===== config.mk =====
export PLATFORM = sky130hd
export DESIGN_NAME = spi_eeprom_write_sequencer
export DESIGN_NICKNAME = d
export VERILOG_FILES = /design/src/logic/eeprom_write_pkg.sv /design/src/logic/spi_eeprom_write_sequencer.sv
export SDC_FILE = /design/constraint.sdc
export NUM_CORES = 1
export LEC_CHECK = 0
export ABC_AREA = 1
export BUFFER_PORTS_ARGS = -buffer_cell sky130_fd_sc_hd__buf_2
export CAP_MARGIN = 20
export CELL_PAD_IN_SITES_DETAIL_PLACEMENT = 1
export CELL_PAD_IN_SITES_GLOBAL_PLACEMENT = 2
export CORE_ASPECT_RATIO = 0.5
export CORE_MARGIN = 1.5
export CORE_UTILIZATION = 31
export DETAILED_ROUTE_END_ITERATION = 7
export GPL_TIMING_DRIVEN = 0
export PLACE_DENSITY = 0.86
export SETUP_SLACK_MARGIN = 0.02
export SLEW_MARGIN = 20
export SYNTH_ARGS = -nofsm -noshare
export SYNTH_HDL_FRONTEND = slang
export SYNTH_SLANG_ARGS = --single-unit

===== constraint.sdc =====
create_clock -name clk_sys_in -period 1.6 [get_ports clk_sys_in]
set_input_delay 0.24 -clock clk_sys_in [delete_from_list [all_inputs] [get_ports clk_sys_in]]
set_output_delay 0.24 -clock clk_sys_in [all_outputs]
set_load 0.05 [all_outputs]

===== src/logic/eeprom_write_pkg.sv =====
// package: opcodes, status layout, protection codes and shared types of the write sequencer
package eeprom_write_pkg;
	// ------------------------------------------------------------
	// opcodes (upper nibble zero, bit 3 is the ninth address bit)
	// ------------------------------------------------------------
	localparam logic [7:0] OP_SET_WRITE_LATCH = 8'h06; // set_write_latch_cmd
	localparam logic [7:0] OP_CLR_WRITE_LATCH = 8'h04; // clears the latch
	localparam logic [7:0] OP_STATUS_READ = 8'h05; // status_read_cmd
	localparam logic [7:0] OP_MEM_WRITE = 8'h02; // memory write, bit 3 = a8
	localparam logic [7:0] OP_MASK = 8'hF7; // bits compared in an opcode
	localparam int OP_A8_BIT = 3; // ninth address bit inside the opcode
	// ------------------------------------------------------------
	// status byte layout
	// ------------------------------------------------------------
	localparam int ST_BUSY_BIT = 0; // busy_flag
	localparam int ST_LATCH_BIT = 1; // write_enable_latch
	localparam int ST_BP_LO_BIT = 2; // block_protect_lo
	localparam int ST_BP_HI_BIT = 3; // block_protect_hi
	localparam logic [3:0] ST_RFU_IDLE = 4'h0; // bits 7:4 when idle
	localparam logic [3:0] ST_RFU_BUSY = 4'hF; // bits 7:4 during a write cycle
	// ------------------------------------------------------------
	// block protection codes
	// ------------------------------------------------------------
	localparam logic [1:0] BP_NONE = 2'h0;
	localparam logic [1:0] BP_QUARTER = 2'h1;
	localparam logic [1:0] BP_HALF = 2'h2;
	localparam logic [1:0] BP_ALL = 2'h3;
	// ------------------------------------------------------------
	// framing and timing
	// ------------------------------------------------------------
	localparam int BYTE_BITS = 8; // bits per serial byte
	localparam int PAGE_BYTES = 8; // bytes in one row
	localparam int PAGE_BITS = 3; // in-page address width
	localparam int WRITE_CYCLE_TIME_US = 5000; // write_cycle_time, most
	localparam int CLK_PERIOD_NS = 50; // system clock period
	localparam int WRITE_CYCLE_CNT = WRITE_CYCLE_TIME_US * 1000 / CLK_PERIOD_NS;
	// ------------------------------------------------------------
	// types
	// ------------------------------------------------------------
	typedef enum logic [2:0] {
		ST_OPCODE = 3'b000, // receiving the opcode
		ST_ADDR = 3'b001, // receiving the address byte
		ST_DATA = 3'b010, // receiving data bytes
		ST_STATUS = 3'b011, // shifting status out
		ST_IGNORE = 3'b100 // frame discarded until chip select rises
	} frame_state_e;
	// one byte of the page buffer and its load mark
	typedef struct packed {
		logic loaded;
		logic [7:0] data;
	} page_slot_s;
	// one array write request handed to the array port
	typedef struct packed {
		logic [8:0] addr;
		logic [7:0] data;
	} array_wr_s;
endpackage : eeprom_write_pkg


===== src/logic/spi_eeprom_write_sequencer.sv =====
// module: spi eeprom write sequencer, from serial frame to self-timed array write
`timescale 1ns/1ns
`default_nettype none
module spi_eeprom_write_sequencer #(
	parameter int ADDR_BITS = 9, // 7, 8 or 9 address bits
	parameter int WRITE_CYCLES = eeprom_write_pkg::WRITE_CYCLE_CNT // cycle length in clocks
) (
	input wire logic clk_sys_in, // system clock, 20 MHz
	input wire logic rst_in, // synchronous reset, active high
	input wire logic cs_n_in, // chip select pin, active low
	input wire logic sck_in, // serial clock pin
	input wire logic si_in, // serial data in pin
	input wire logic wp_n_in, // write protect pin, active low
	input wire logic [1:0] block_protect_in, // protect code {hi, lo}
	output logic so_out, // serial data out
	output logic so_oe_out, // serial out enable, high while driving
	output logic busy_out, // busy_flag
	output logic write_latch_out, // write_enable_latch
	output logic array_we_out, // one-cycle array write strobe
	output var eeprom_write_pkg::array_wr_s array_wr_out // address and data of the strobe
);
	// ------------------------------------------------------------
	// elaboration checks
	// ------------------------------------------------------------
	if (ADDR_BITS < 7 || ADDR_BITS > 9) begin : g_bad_addr
		$error("ADDR_BITS must be 7, 8 or 9");
	end
	if (WRITE_CYCLES < 1) begin : g_bad_cyc
		$error("WRITE_CYCLES must be at least 1");
	end
	localparam int CNT_W = $clog2(WRITE_CYCLES + 1);
	localparam logic [CNT_W-1:0] CYC_LAST = CNT_W'(WRITE_CYCLES - 1);

	// ------------------------------------------------------------
	// pin synchronisers and edge detection
	// ------------------------------------------------------------
	logic [2:0] sync1_ff; // first stage {cs, sck, si}
	logic [2:0] sync2_ff; // second stage
	logic [2:0] sync3_ff; // previous second stage, for edges
	logic wp1_ff; // protect pin first stage
	logic wp2_ff; // protect pin second stage
	logic [2:0] nxt_sync1, nxt_sync2, nxt_sync3;
	logic nxt_wp1, nxt_wp2;

	// next values of the synchroniser chain
	always_comb begin
		nxt_sync1 = {cs_n_in, sck_in, si_in};
		nxt_sync2 = sync1_ff;
		nxt_sync3 = sync2_ff;
		nxt_wp1 = wp_n_in;
		nxt_wp2 = wp1_ff;
	end

	// register the chain; select idles high
	always_ff @(posedge clk_sys_in) begin
		if (rst_in) begin
			sync1_ff <= 3'h6;
			sync2_ff <= 3'h6;
			sync3_ff <= 3'h6;
			wp1_ff <= 1'b1;
			wp2_ff <= 1'b1;
		end else begin
			sync1_ff <= nxt_sync1;
			sync2_ff <= nxt_sync2;
			sync3_ff <= nxt_sync3;
			wp1_ff <= nxt_wp1;
			wp2_ff <= nxt_wp2;
		end
	end

	wire cs_n = sync2_ff[2]; // synchronised select
	wire sck_rise = sync2_ff[1] & ~sync3_ff[1]; // sample edge
	wire sck_fall = ~sync2_ff[1] & sync3_ff[1]; // shift-out edge
	wire si_bit = sync2_ff[0]; // synchronised data
	wire cs_rise = sync2_ff[2] & ~sync3_ff[2]; // frame end
	wire cs_fall = ~sync2_ff[2] & sync3_ff[2]; // frame start

	// ------------------------------------------------------------
	// frame receiver and write sequencer
	// ------------------------------------------------------------
	eeprom_write_pkg::frame_state_e state_ff, nxt_state;
	logic [2:0] bit_cnt_ff, nxt_bit_cnt; // bit within byte
	logic [7:0] shift_ff, nxt_shift; // incoming byte, msb first
	logic [7:0] so_shift_ff, nxt_so_shift; // outgoing status byte
	logic so_ff, nxt_so;
	logic so_oe_ff, nxt_so_oe;
	logic a8_ff, nxt_a8; // ninth address bit from opcode
	logic [ADDR_BITS-1:0] page_addr_ff, nxt_page_addr; // row base and pointer
	logic [eeprom_write_pkg::PAGE_BITS-1:0] ptr_ff, nxt_ptr; // in-page pointer
	logic pend_set_ff, nxt_pend_set; // latch set on select rise
	logic pend_clr_ff, nxt_pend_clr; // latch clear on select rise
	logic wr_valid_ff, nxt_wr_valid; // a full data byte was loaded
	logic wr_latch_ff, nxt_wr_latch; // write_enable_latch
	logic busy_ff, nxt_busy; // busy_flag
	logic [CNT_W-1:0] cyc_ff, nxt_cyc; // write cycle counter
	logic [eeprom_write_pkg::PAGE_BITS-1:0] drain_ff, nxt_drain; // page slot being committed
	logic we_ff, nxt_we;
	eeprom_write_pkg::array_wr_s wr_ff, nxt_wr;
	eeprom_write_pkg::page_slot_s [eeprom_write_pkg::PAGE_BYTES-1:0] page_ff, nxt_page;
	logic [7:0] rx_byte; // byte completed this cycle
	logic [ADDR_BITS-1:0] base_addr; // addressed location
	logic protected_hit; // base address inside protected range
	logic [8:0] wide_addr;

	// received byte including the bit arriving now
	assign rx_byte = {shift_ff[6:0], si_bit};
	assign wide_addr = 9'(page_addr_ff);

	// protection check against the row base; one row never straddles a range edge
	always_comb begin
		base_addr = page_addr_ff;
		case (block_protect_in)
			eeprom_write_pkg::BP_NONE: protected_hit = 1'b0;
			eeprom_write_pkg::BP_QUARTER: protected_hit = &base_addr[ADDR_BITS-1 -: 2];
			eeprom_write_pkg::BP_HALF: protected_hit = base_addr[ADDR_BITS-1];
			eeprom_write_pkg::BP_ALL: protected_hit = 1'b1;
			default: protected_hit = 1'b1;
		endcase
	end

	// next state of the frame and write logic
	always_comb begin
		nxt_state = state_ff;
		nxt_bit_cnt = bit_cnt_ff;
		nxt_shift = shift_ff;
		nxt_so_shift = so_shift_ff;
		nxt_so = so_ff;
		nxt_so_oe = so_oe_ff;
		nxt_a8 = a8_ff;
		nxt_page_addr = page_addr_ff;
		nxt_ptr = ptr_ff;
		nxt_pend_set = pend_set_ff;
		nxt_pend_clr = pend_clr_ff;
		nxt_wr_valid = wr_valid_ff;
		nxt_wr_latch = wr_latch_ff;
		nxt_busy = busy_ff;
		nxt_cyc = cyc_ff;
		nxt_drain = drain_ff;
		nxt_we = 1'b0;
		nxt_wr = wr_ff;
		nxt_page = page_ff;
		if (cs_fall) begin
			// fresh frame: back to ST_OPCODE, clear bit count, pending latch commands and wr_valid_ff
			nxt_state = eeprom_write_pkg::ST_OPCODE;
			nxt_bit_cnt = 3'h0;
			nxt_pend_set = 1'b0;
			nxt_pend_clr = 1'b0;
			nxt_wr_valid = 1'b0;
			// a running cycle still drains the page, so its slots survive a status poll
			for (int i = 0; i < eeprom_write_pkg::PAGE_BYTES; i++) begin
				nxt_page[i].loaded = page_ff[i].loaded & busy_ff;
			end
		end else if (!cs_n && sck_rise) begin
			nxt_shift = rx_byte;
			nxt_bit_cnt = bit_cnt_ff + 3'h1;
			if (bit_cnt_ff == 3'(eeprom_write_pkg::BYTE_BITS - 1)) begin
				case (state_ff)
					eeprom_write_pkg::ST_OPCODE: begin
						if ((rx_byte & eeprom_write_pkg::OP_MASK) == eeprom_write_pkg::OP_STATUS_READ) begin
							nxt_state = eeprom_write_pkg::ST_STATUS;
						end else if (busy_ff) begin
							nxt_state = eeprom_write_pkg::ST_IGNORE;
						end else if ((rx_byte & eeprom_write_pkg::OP_MASK) == eeprom_write_pkg::OP_MEM_WRITE) begin
							nxt_a8 = rx_byte[eeprom_write_pkg::OP_A8_BIT];
							// protect pin low or latch clear discards the frame
							nxt_state = (!wp2_ff || !wr_latch_ff) ? eeprom_write_pkg::ST_IGNORE
								: eeprom_write_pkg::ST_ADDR;
						end else if (rx_byte == eeprom_write_pkg::OP_SET_WRITE_LATCH) begin
							nxt_pend_set = wp2_ff;
							nxt_state = eeprom_write_pkg::ST_IGNORE;
						end else if (rx_byte == eeprom_write_pkg::OP_CLR_WRITE_LATCH) begin
							nxt_pend_clr = 1'b1;
							nxt_state = eeprom_write_pkg::ST_IGNORE;
						end else begin
							nxt_state = eeprom_write_pkg::ST_IGNORE;
						end
					end
					eeprom_write_pkg::ST_ADDR: begin
						// address byte follows the opcode
						nxt_page_addr = ADDR_BITS'({a8_ff, rx_byte});
						nxt_ptr = rx_byte[eeprom_write_pkg::PAGE_BITS-1:0];
						nxt_state = eeprom_write_pkg::ST_DATA;
					end
					eeprom_write_pkg::ST_DATA: begin
						// load the slot, then step only the low bits, wrapping in the row
						nxt_page[ptr_ff].data = rx_byte;
						nxt_page[ptr_ff].loaded = 1'b1;
						nxt_ptr = ptr_ff + 3'h1;
						nxt_wr_valid = 1'b1;
					end
					default: begin
						nxt_state = state_ff;
					end
				endcase
			end
		end else if (!cs_n && sck_fall && state_ff == eeprom_write_pkg::ST_STATUS) begin
			// shift status msb first; first byte loaded here, repeats until select rises
			if (bit_cnt_ff == 3'h0 && !so_oe_ff) begin
				nxt_so_shift = {busy_ff ? eeprom_write_pkg::ST_RFU_BUSY : eeprom_write_pkg::ST_RFU_IDLE,
					block_protect_in, wr_latch_ff, busy_ff};
			end
			nxt_so = nxt_so_shift[7];
			nxt_so_shift = {nxt_so_shift[6:0], nxt_so_shift[7]};
			nxt_so_oe = 1'b1;
		end
		if (cs_rise) begin
			nxt_so_oe = 1'b0;
			nxt_state = eeprom_write_pkg::ST_OPCODE;
			if (pend_set_ff && !busy_ff) begin
				nxt_wr_latch = 1'b1;
			end
			if (pend_clr_ff && !busy_ff) begin
				nxt_wr_latch = 1'b0;
			end
			// only whole frames ending on a byte boundary launch a cycle
			if (state_ff == eeprom_write_pkg::ST_DATA && wr_valid_ff && bit_cnt_ff == 3'h0
				&& wp2_ff && !protected_hit) begin
				nxt_busy = 1'b1;
				nxt_cyc = '0;
				nxt_drain = 3'h0;
			end
		end
		if (busy_ff) begin
			// commit loaded slots one per clock, then time out the cycle
			if (page_ff[drain_ff].loaded) begin
				nxt_we = 1'b1;
				nxt_wr.addr = {wide_addr[8:eeprom_write_pkg::PAGE_BITS], drain_ff};
				nxt_wr.data = page_ff[drain_ff].data;
				nxt_page[drain_ff].loaded = 1'b0;
			end
			nxt_drain = drain_ff + 3'h1;
			nxt_cyc = cyc_ff + CNT_W'(1);
			if (cyc_ff == CYC_LAST) begin
				nxt_busy = 1'b0;
				nxt_wr_latch = 1'b0;
			end
		end
	end

	// register the frame and write state
	always_ff @(posedge clk_sys_in) begin
		if (rst_in) begin
			state_ff <= eeprom_write_pkg::ST_OPCODE;
			bit_cnt_ff <= 3'h0;
			shift_ff <= 8'h00;
			so_shift_ff <= 8'h00;
			so_ff <= 1'b0;
			so_oe_ff <= 1'b0;
			a8_ff <= 1'b0;
			page_addr_ff <= '0;
			ptr_ff <= 3'h0;
			pend_set_ff <= 1'b0;
			pend_clr_ff <= 1'b0;
			wr_valid_ff <= 1'b0;
			wr_latch_ff <= 1'b0;
			busy_ff <= 1'b0;
			cyc_ff <= '0;
			drain_ff <= 3'h0;
			we_ff <= 1'b0;
			wr_ff <= '0;
			page_ff <= '0;
		end else begin
			state_ff <= nxt_state;
			bit_cnt_ff <= nxt_bit_cnt;
			shift_ff <= nxt_shift;
			so_shift_ff <= nxt_so_shift;
			so_ff <= nxt_so;
			so_oe_ff <= nxt_so_oe;
			a8_ff <= nxt_a8;
			page_addr_ff <= nxt_page_addr;
			ptr_ff <= nxt_ptr;
			pend_set_ff <= nxt_pend_set;
			pend_clr_ff <= nxt_pend_clr;
			wr_valid_ff <= nxt_wr_valid;
			wr_latch_ff <= nxt_wr_latch;
			busy_ff <= nxt_busy;
			cyc_ff <= nxt_cyc;
			drain_ff <= nxt_drain;
			we_ff <= nxt_we;
			wr_ff <= nxt_wr;
			page_ff <= nxt_page;
		end
	end

	// ------------------------------------------------------------
	// outputs, all from flip-flops
	// ------------------------------------------------------------
	assign so_out = so_ff;
	assign so_oe_out = so_oe_ff;
	assign busy_out = busy_ff;
	assign write_latch_out = wr_latch_ff;
	assign array_we_out = we_ff;
	assign array_wr_out = wr_ff;
endmodule : spi_eeprom_write_sequencer
`default_nettype wire


==> results of run 1 <==
[synthesized netlist by cell type (all sizes together)]
| master | n | area (um^2) |
|---|---|---|
| nand3 | 93 | 521 |
| nor2 | 165 | 643 |
| dfxtp | 157 | 3140 |
| xor2 | 3 | 26.3 |
| clkbuf | 30 | 113 |
| nor3 | 7 | 35.0 |
| a21oi | 80 | 400 |
| buf | 26 | 165 |
| nand2 | 255 | 967 |
| o21ai | 85 | 425 |
| nand3b | 3 | 35.0 |
| nand4 | 11 | 75.1 |
| inv | 155 | 582 |
| nor3b | 17 | 138 |
| or2 | 8 | 50.1 |
| o31ai | 1 | 7.51 |
| ha | 6 | 75.1 |
| o21a | 2 | 15.0 |
| clkinv | 1 | 3.75 |
| o21bai | 1 | 7.51 |
[worst max path at each step]
stage / from / end / slack (ns)
6_report: bit_cnt_ff[0] / register / -0.03
5_1_grt: bit_cnt_ff[0] / register / -0.11
4_1_cts: bit_cnt_ff[1] / register / -0.07
3_5_place_dp: rst_in / register / -0.69
3_3_place_gp: rst_in / register / -0.63
2_1_floorplan: bit_cnt_ff[0] / register / 0.02
[per-layer routing]
layer  routed length, um  global-route usage, %  vias to the layer above
met3                 629                   3.25                       34
met5                   0                      0                        -
li1                    -                      -                     3631
met2               12200                   35.8                       89
met1               12200                   26.8                     3640
met4                 435                   5.25                        0
[cell type report]
class | count | area [um^2] | area share, %
plain buffers | 56 | 464 | 4.86
clock buffers | 20 | 437 | 4.57
clock inverters | 12 | 146 | 1.53
inverters | 156 | 598 | 6.26
multi-input cells | 737 | 3790 | 39.7
flip-flops and latches | 157 | 3150 | 33.0
well taps | 307 | 384 | 4.02
repair buffers | 58 | 578 | 6.05
[kinds of logic (layout without fill, tap and decap cells)]
family	Yosys count	after routing	synth area share, %
buf+inv	212	302	11.6
flops	157	157	42.3
simple gates	559	559	33.2
compound gates	169	169	11.5
fa+ha+maj	6	6	1.01
xor+xnor	3	3	0.354
[stage by stage]
step	setup WS (ns)	utilization, %	total power [uW]	hold WS (ns)
detailed placement	-0.694	34.3	4210	0.397
global route	-0.112	41.2	8520	0.0557
floorplan	0.0219	-	4130	0.344
finish	-0.0284	41.2	8270	0.0416
CTS	-0.0738	39.1	8340	0.0258
global placement	-0.630	34.3	4200	0.390
[critical path: stages, from the launching register on]
cell and delay, ns:
dfxtp_2 0.35, ha_4 0.14, ha_4 0.13, nand3_4 0.10
nor2_8 0.12, buf_12 0.14, nand3_4 0.16, buf_6 0.18
nand2_2 0.04, nor3b_2 0.17
[power groups by stage]
stage / Sequential, uW / Clock, uW / Combinational (uW)
CTS: 3930 / 4210 / 204
global route: 3930 / 4360 / 237
detailed placement: 4010 / 0 / 194
finish: 3930 / 4130 / 214
global placement: 4010 / 0 / 188
floorplan: 4010 / 0 / 117
[repair_timing]
item	in CTS	in global routing
setup buffers	11	8
hold buffers	3	0
pin swaps	6	27
cloned	3	5
endpoints found under the hold margin	3	0
resized for setup	95	114
setup endpoints to repair	138	131
==> metrics.csv, run 1 <==
stage;metric;value;unit
outcome;status;finished with violations;
outcome;failing checks;negative setup slack;
sta;fin crit share;102;%
hold_path;hold depth;3;
worst_setup_path;WP data arrival;1.98;ns
synth;Mapped Nets;1120;
worst_setup_path;worst reg-to-reg setup slack;-0.03;ns
flow_run;max cap viols;0;
floorplan;DIE AREA;0.0250;mm^2
sta;worst relative slew slack;37.9;%
layout;layout cells sized above 1;19.2;%
clock_network;clk sinks;157;
sta;final period demand of the worst path;1.63;ns
worst_setup_path;endpoint class of the critical path;register;
worst_setup_path;R2R cell count;9;
global_route;vias in the first global route;7614;
global_route;Overflow after GRT;0;
clock_network;CTS tree;built;
pwr;Clock Power Share;49.9;%
layout;Diodes inserted;0;
clock_network;root buf cell;clkbuf_16;
detailed_routing;Routed Antenna Nets;0;
floorplan;IO Count;30;
detailed_routing;DR iter-0 viols;384;
detailed_routing;total vias in the final route;7394;
sta;setup TNS;-0.250;ns
pwr;combinational power share;2.6;%
floorplan;Placeable Area;0.0232;mm^2
clock_network;CTS clk-pin slew, worst paths;0.06;ns
detailed_routing;Residual DRC;0;
synth;Yosys cell types;33;
hold_path;Min-Delay Path Class;primary input to register;
layout;commonest non-fill, non-tap cells in the layout;nand2_1 (231), inv_1 (152), dfxtp_1 (150), nor2_1 (141), a21oi_1 (79);
placement;Placed Cells;1441;
hold_path;HP Start;si_in;
global_route;initial antenna violation count;0;
layout;Design Area, Final;0.00955;mm^2
placement;Post-DP HPWL;17.2;mm
hold_path;end of the worst hold path;nxt_sync2[0];
worst_setup_path;Setup CP Type;register to register;
sta;skew final;0.00795;ns
pwr;leak pwr;0.00432;uW
sta;RSZ-0062 raised after global routing;true;
global_route;Total Routing Usage GR;20.6;%
floorplan;Die X;222;um
layout;Finished Layout Cells;1503;
pwr;sequential power share;47.5;%
layout;Layout Nets;1197;
clock_network;cts bufs inserted;17;
worst_setup_path;CP required;1.95;ns
detailed_routing;via/cell ratio;4.92;
clock_network;htree depth;4;
global_route;largest net degree at the start of global routing;17;
floorplan;height of the die;112;um
detailed_routing;final wirelength;25.4;mm
synth;Cells after Synth;1106;
floorplan;row count;39;
floorplan;Starting Density;32.0;%
placement;Placed Area;0.00796;mm^2
worst_setup_path;crit-path max FO;6;
layout;most common cell after layout, fill and taps aside;nand2_1;
detailed_routing;TritonRoute pass-1 iters;5;
layout;Layout area overhead;28.6;%
pwr;worst vdd ir;664;uV
synth;Post-Syn Area per Cell;6.72;um^2
worst_setup_path;Worst Setup Start Kind;register;
pwr;Internal;6410;uW
global_route;first-pass GRT wire length;40.1;mm
sta;setup ws final;-0.0284;ns
placement;I/O Buffers;28;
clock_network;Clock Path Buffers;2;
pwr;power density cells;865;mW/mm^2
worst_setup_path;worst r2r src;bit_cnt_ff[0];
synth;synth warn;0;
sta;Final Hold Fails;0;
sta;Max Clock Freq;614;MHz
sta;Least-Margin Pin Slew;0.932;ns
sta;Final setup viols;17;
layout;fillers;2877;
synth;Post-Syn Area;0.00743;mm^2
pwr;Net Sw Power;1850;uW
clock_network;worst skew pair latency;0.44;ns
sta;Slew Viols, Final;0;
synth;post-synthesis sequential area ratio;42.3;%
detailed_routing;routed len/inst;16.9;um
synth;FF+latch count, synth;157;
placement;routability congestion estimate;0.806;
pwr;Switching Share;22.4;%
Power figures use the tool's default switching activity.
==> run 2: changes to the inputs <==
==> constraint.sdc (replaced) <==
create_clock -name clk_sys_in -period 1.4 [get_ports clk_sys_in]
set_input_delay 0.21 -clock clk_sys_in [delete_from_list [all_inputs] [get_ports clk_sys_in]]
set_output_delay 0.21 -clock clk_sys_in [all_outputs]
set_load 0.05 [all_outputs]
==> metrics.csv, run 2 (synthesis gave the netlist of run 1 again) <==
stage;metric;value;unit;change
layout;Layout area overhead;51.9;%;
pwr;Switching Share;23.8;%;+1.4 points
placement;I/O Buffers;28;;unchanged
layout;Layout Utilization;48.7;%;+7.5 points
pwr;power density cells;844;mW/mm^2;-2.5%
layout;Diodes inserted;0;;unchanged
layout;commonest non-fill, non-tap cells in the layout;nand2_1 (164), inv_1 (145), dfxtp_1 (145), nor2_1 (102), nand2_2 (50);;
floorplan;Starting Density;32.0;%;unchanged
global_route;initial antenna violation count;0;;unchanged
sta;final period demand of the worst path;1.75;ns;+0.121 ns
sta;Hold Slack;0.0119;ns;-0.0297 ns
clock_network;root buf cell;clkbuf_16;;
detailed_routing;final wirelength;30.5;mm;+20%
clock_network;worst skew pair latency;0.44;ns;about the same
worst_setup_path;crit-path max FO;6;;unchanged
clock_network;htree depth;4;;unchanged
sta;Final Hold Fails;0;;unchanged
clock_network;CTS clk-pin slew, worst paths;0.07;ns;about the same
sta;RSZ-0062 raised after global routing;true;;
layout;fillers;2702;;-6.1%
floorplan;Placeable Area;0.0232;mm^2;unchanged
sta;Max Clock Freq;572;MHz;-6.9%
detailed_routing;total vias in the final route;7909;;+7.0%
placement;Post-DP HPWL;17.5;mm;+1.7%
pwr;Internal;7260;uW;+13%
sta;fin crit share;125;%;+23 points
pwr;leak pwr;0.00465;uW;+7.8%
layout;layout cells sized above 1;41.0;%;+22 points
clock_network;clk sinks;157;;unchanged
detailed_routing;via/cell ratio;5.10;;+3.6%
detailed_routing;routed len/inst;19.7;um;+16%
worst_setup_path;Worst Setup Start Kind;register;;
global_route;first-pass GRT wire length;44.3;mm;+10%
flow_run;max cap viols;0;;unchanged
sta;worst relative slew slack;34.5;%;-3.4 points
pwr;worst vdd ir;851;uV;+28%
floorplan;row count;39;;unchanged
hold_path;Min-Delay Path Class;primary input to register;;
outcome;failing checks;negative setup slack;;
global_route;Total Routing Usage GR;23.0;%;+2.4 points
layout;most common cell after layout, fill and taps aside;nand2_1;;
detailed_routing;DR iter-0 viols;361;;-6.0%
floorplan;IO Count;30;;unchanged
sta;Least-Margin Pin Slew;0.983;ns;+0.0507 ns
detailed_routing;Routed Antenna Nets;0;;unchanged
floorplan;DIE AREA;0.0250;mm^2;unchanged
outcome;status;finished with violations;;
sta;setup ws final;-0.349;ns;-0.321 ns
sta;Final setup viols;125;;+108
global_route;largest net degree at the start of global routing;17;;unchanged
detailed_routing;TritonRoute pass-1 iters;5;;unchanged
worst_setup_path;WP data arrival;2.10;ns;+0.12 ns
floorplan;Die X;222;um;unchanged
clock_network;Clock Path Buffers;2;;unchanged
sta;skew final;0.0109;ns;+0.00297 ns
worst_setup_path;endpoint class of the critical path;register;;
global_route;Overflow after GRT;0;;unchanged
floorplan;height of the die;112;um;unchanged
layout;Layout Nets;1247;;+4.2%
clock_network;CTS tree;built;;
clock_network;cts bufs inserted;17;;unchanged
pwr;sequential power share;47.0;%;-0.5 points
pwr;total power;9520;uW;+15%
worst_setup_path;CP required;1.75;ns;-0.20 ns
placement;routability congestion estimate;0.828;;+2.8%
pwr;combinational power share;3.3;%;+0.7 points
sta;Slew Viols, Final;0;;unchanged
pwr;Clock Power Share;49.7;%;-0.2 points
pwr;Net Sw Power;2260;uW;+22%
detailed_routing;Residual DRC;0;;unchanged
global_route;vias in the first global route;8106;;+6.5%
worst_setup_path;Setup CP Type;register to register;;
==> run 2: cell types whose count changed in the layout (fill, tap and decap cells not counted), moves of 26 or more <==
cell | before | now
nand3_1 | 73 | 31
nand2_4 | 6 | 37
a21oi_2 | 1 | 37
nor2_1 | 141 | 102
buf_6 | 10 | 36
a21oi_1 | 79 | 41
nand2_2 | 18 | 50
nand3_2 | 13 | 45
o21ai_0 | 63 | 34
nand2_1 | 231 | 164
==> run 2: per-stage QoR <==
step | std cells | TNS (ns) | setup WS [ns] | area [um^2]
2_1_floorplan | 1106 | -7.34 | -0.156 | 7590
5_1_grt | 1552 | -32.95 | -0.425 | 11300
4_1_cts | 1536 | -21.14 | -0.300 | 10400
3_3_place_gp | 1441 | -56.13 | -0.804 | 8110
6_report | 1552 | -23.72 | -0.349 | 11300
3_5_place_dp | 1441 | -60.13 | -0.798 | 8110
==> run 2: worst max-delay path: stages, from the launching register on <==
cell	delay, ns
dfxtp_4	0.36
ha_4	0.14
ha_4	0.13
nand3_4	0.11
nor2_8	0.24
nand3_4	0.22
buf_6	0.20
nand2_1	0.06
nor3b_1	0.19
==> run 2: cell type report <==
class	instances	area (um^2)	share of cell area, %
multi-input cells	739	4950	43.9
flip-flops and latches	157	3180	28.1
repair buffers	109	1100	9.71
inverters	156	618	5.48
plain buffers	53	483	4.28
clock buffers	20	457	4.05
well taps	307	384	3.40
clock inverters	11	118	1.04
==> run 2: layer usage <==
layer,share of wire [%],wire length [um],up-vias,track usage [%]
met3,3.6,1110,76,3.82
met1,44,13400,3926,28.6
met2,49,14900,160,40.4
met5,0,0,-,0
met4,3.6,1100,0,7.90
li1,-,-,3747,-
==> run 2: path summary, 6_finish.rpt <==
| path | startpoint | endpoint | slack [ns] | cells after the start |
|---|---|---|---|---|
| setup reg to reg | bit_cnt_ff[0] | register | -0.35 | 8 |
| hold / removal | si_in | nxt_sync2[0] | 0.01 | 3 |
| hold reg to reg | nxt_sync2[0] | nxt_sync3[0] | 0.41 | 2 |
| setup / recovery | bit_cnt_ff[0] | register | -0.35 | 8 |
==> run 2: timing repair <==
action | CTS | global route
setup endpoints to repair | 147 | 146
resized for setup | 291 | 240
endpoints found under the hold margin | 3 | 0
gates cloned | 16 | 2
buffers inserted | 45 | 22
hold buffers | 3 | 0
pin swaps | 67 | 116
==> run 2: power by group through the flow <==
stage | registers [uW] | logic [uW] | clock network (uW)
5_1_grt | 4480 | 337 | 4930
3_3_place_gp | 4580 | 224 | 0
2_1_floorplan | 4580 | 143 | 0
6_report | 4480 | 311 | 4730
3_5_place_dp | 4590 | 228 | 0
4_1_cts | 4480 | 268 | 4740
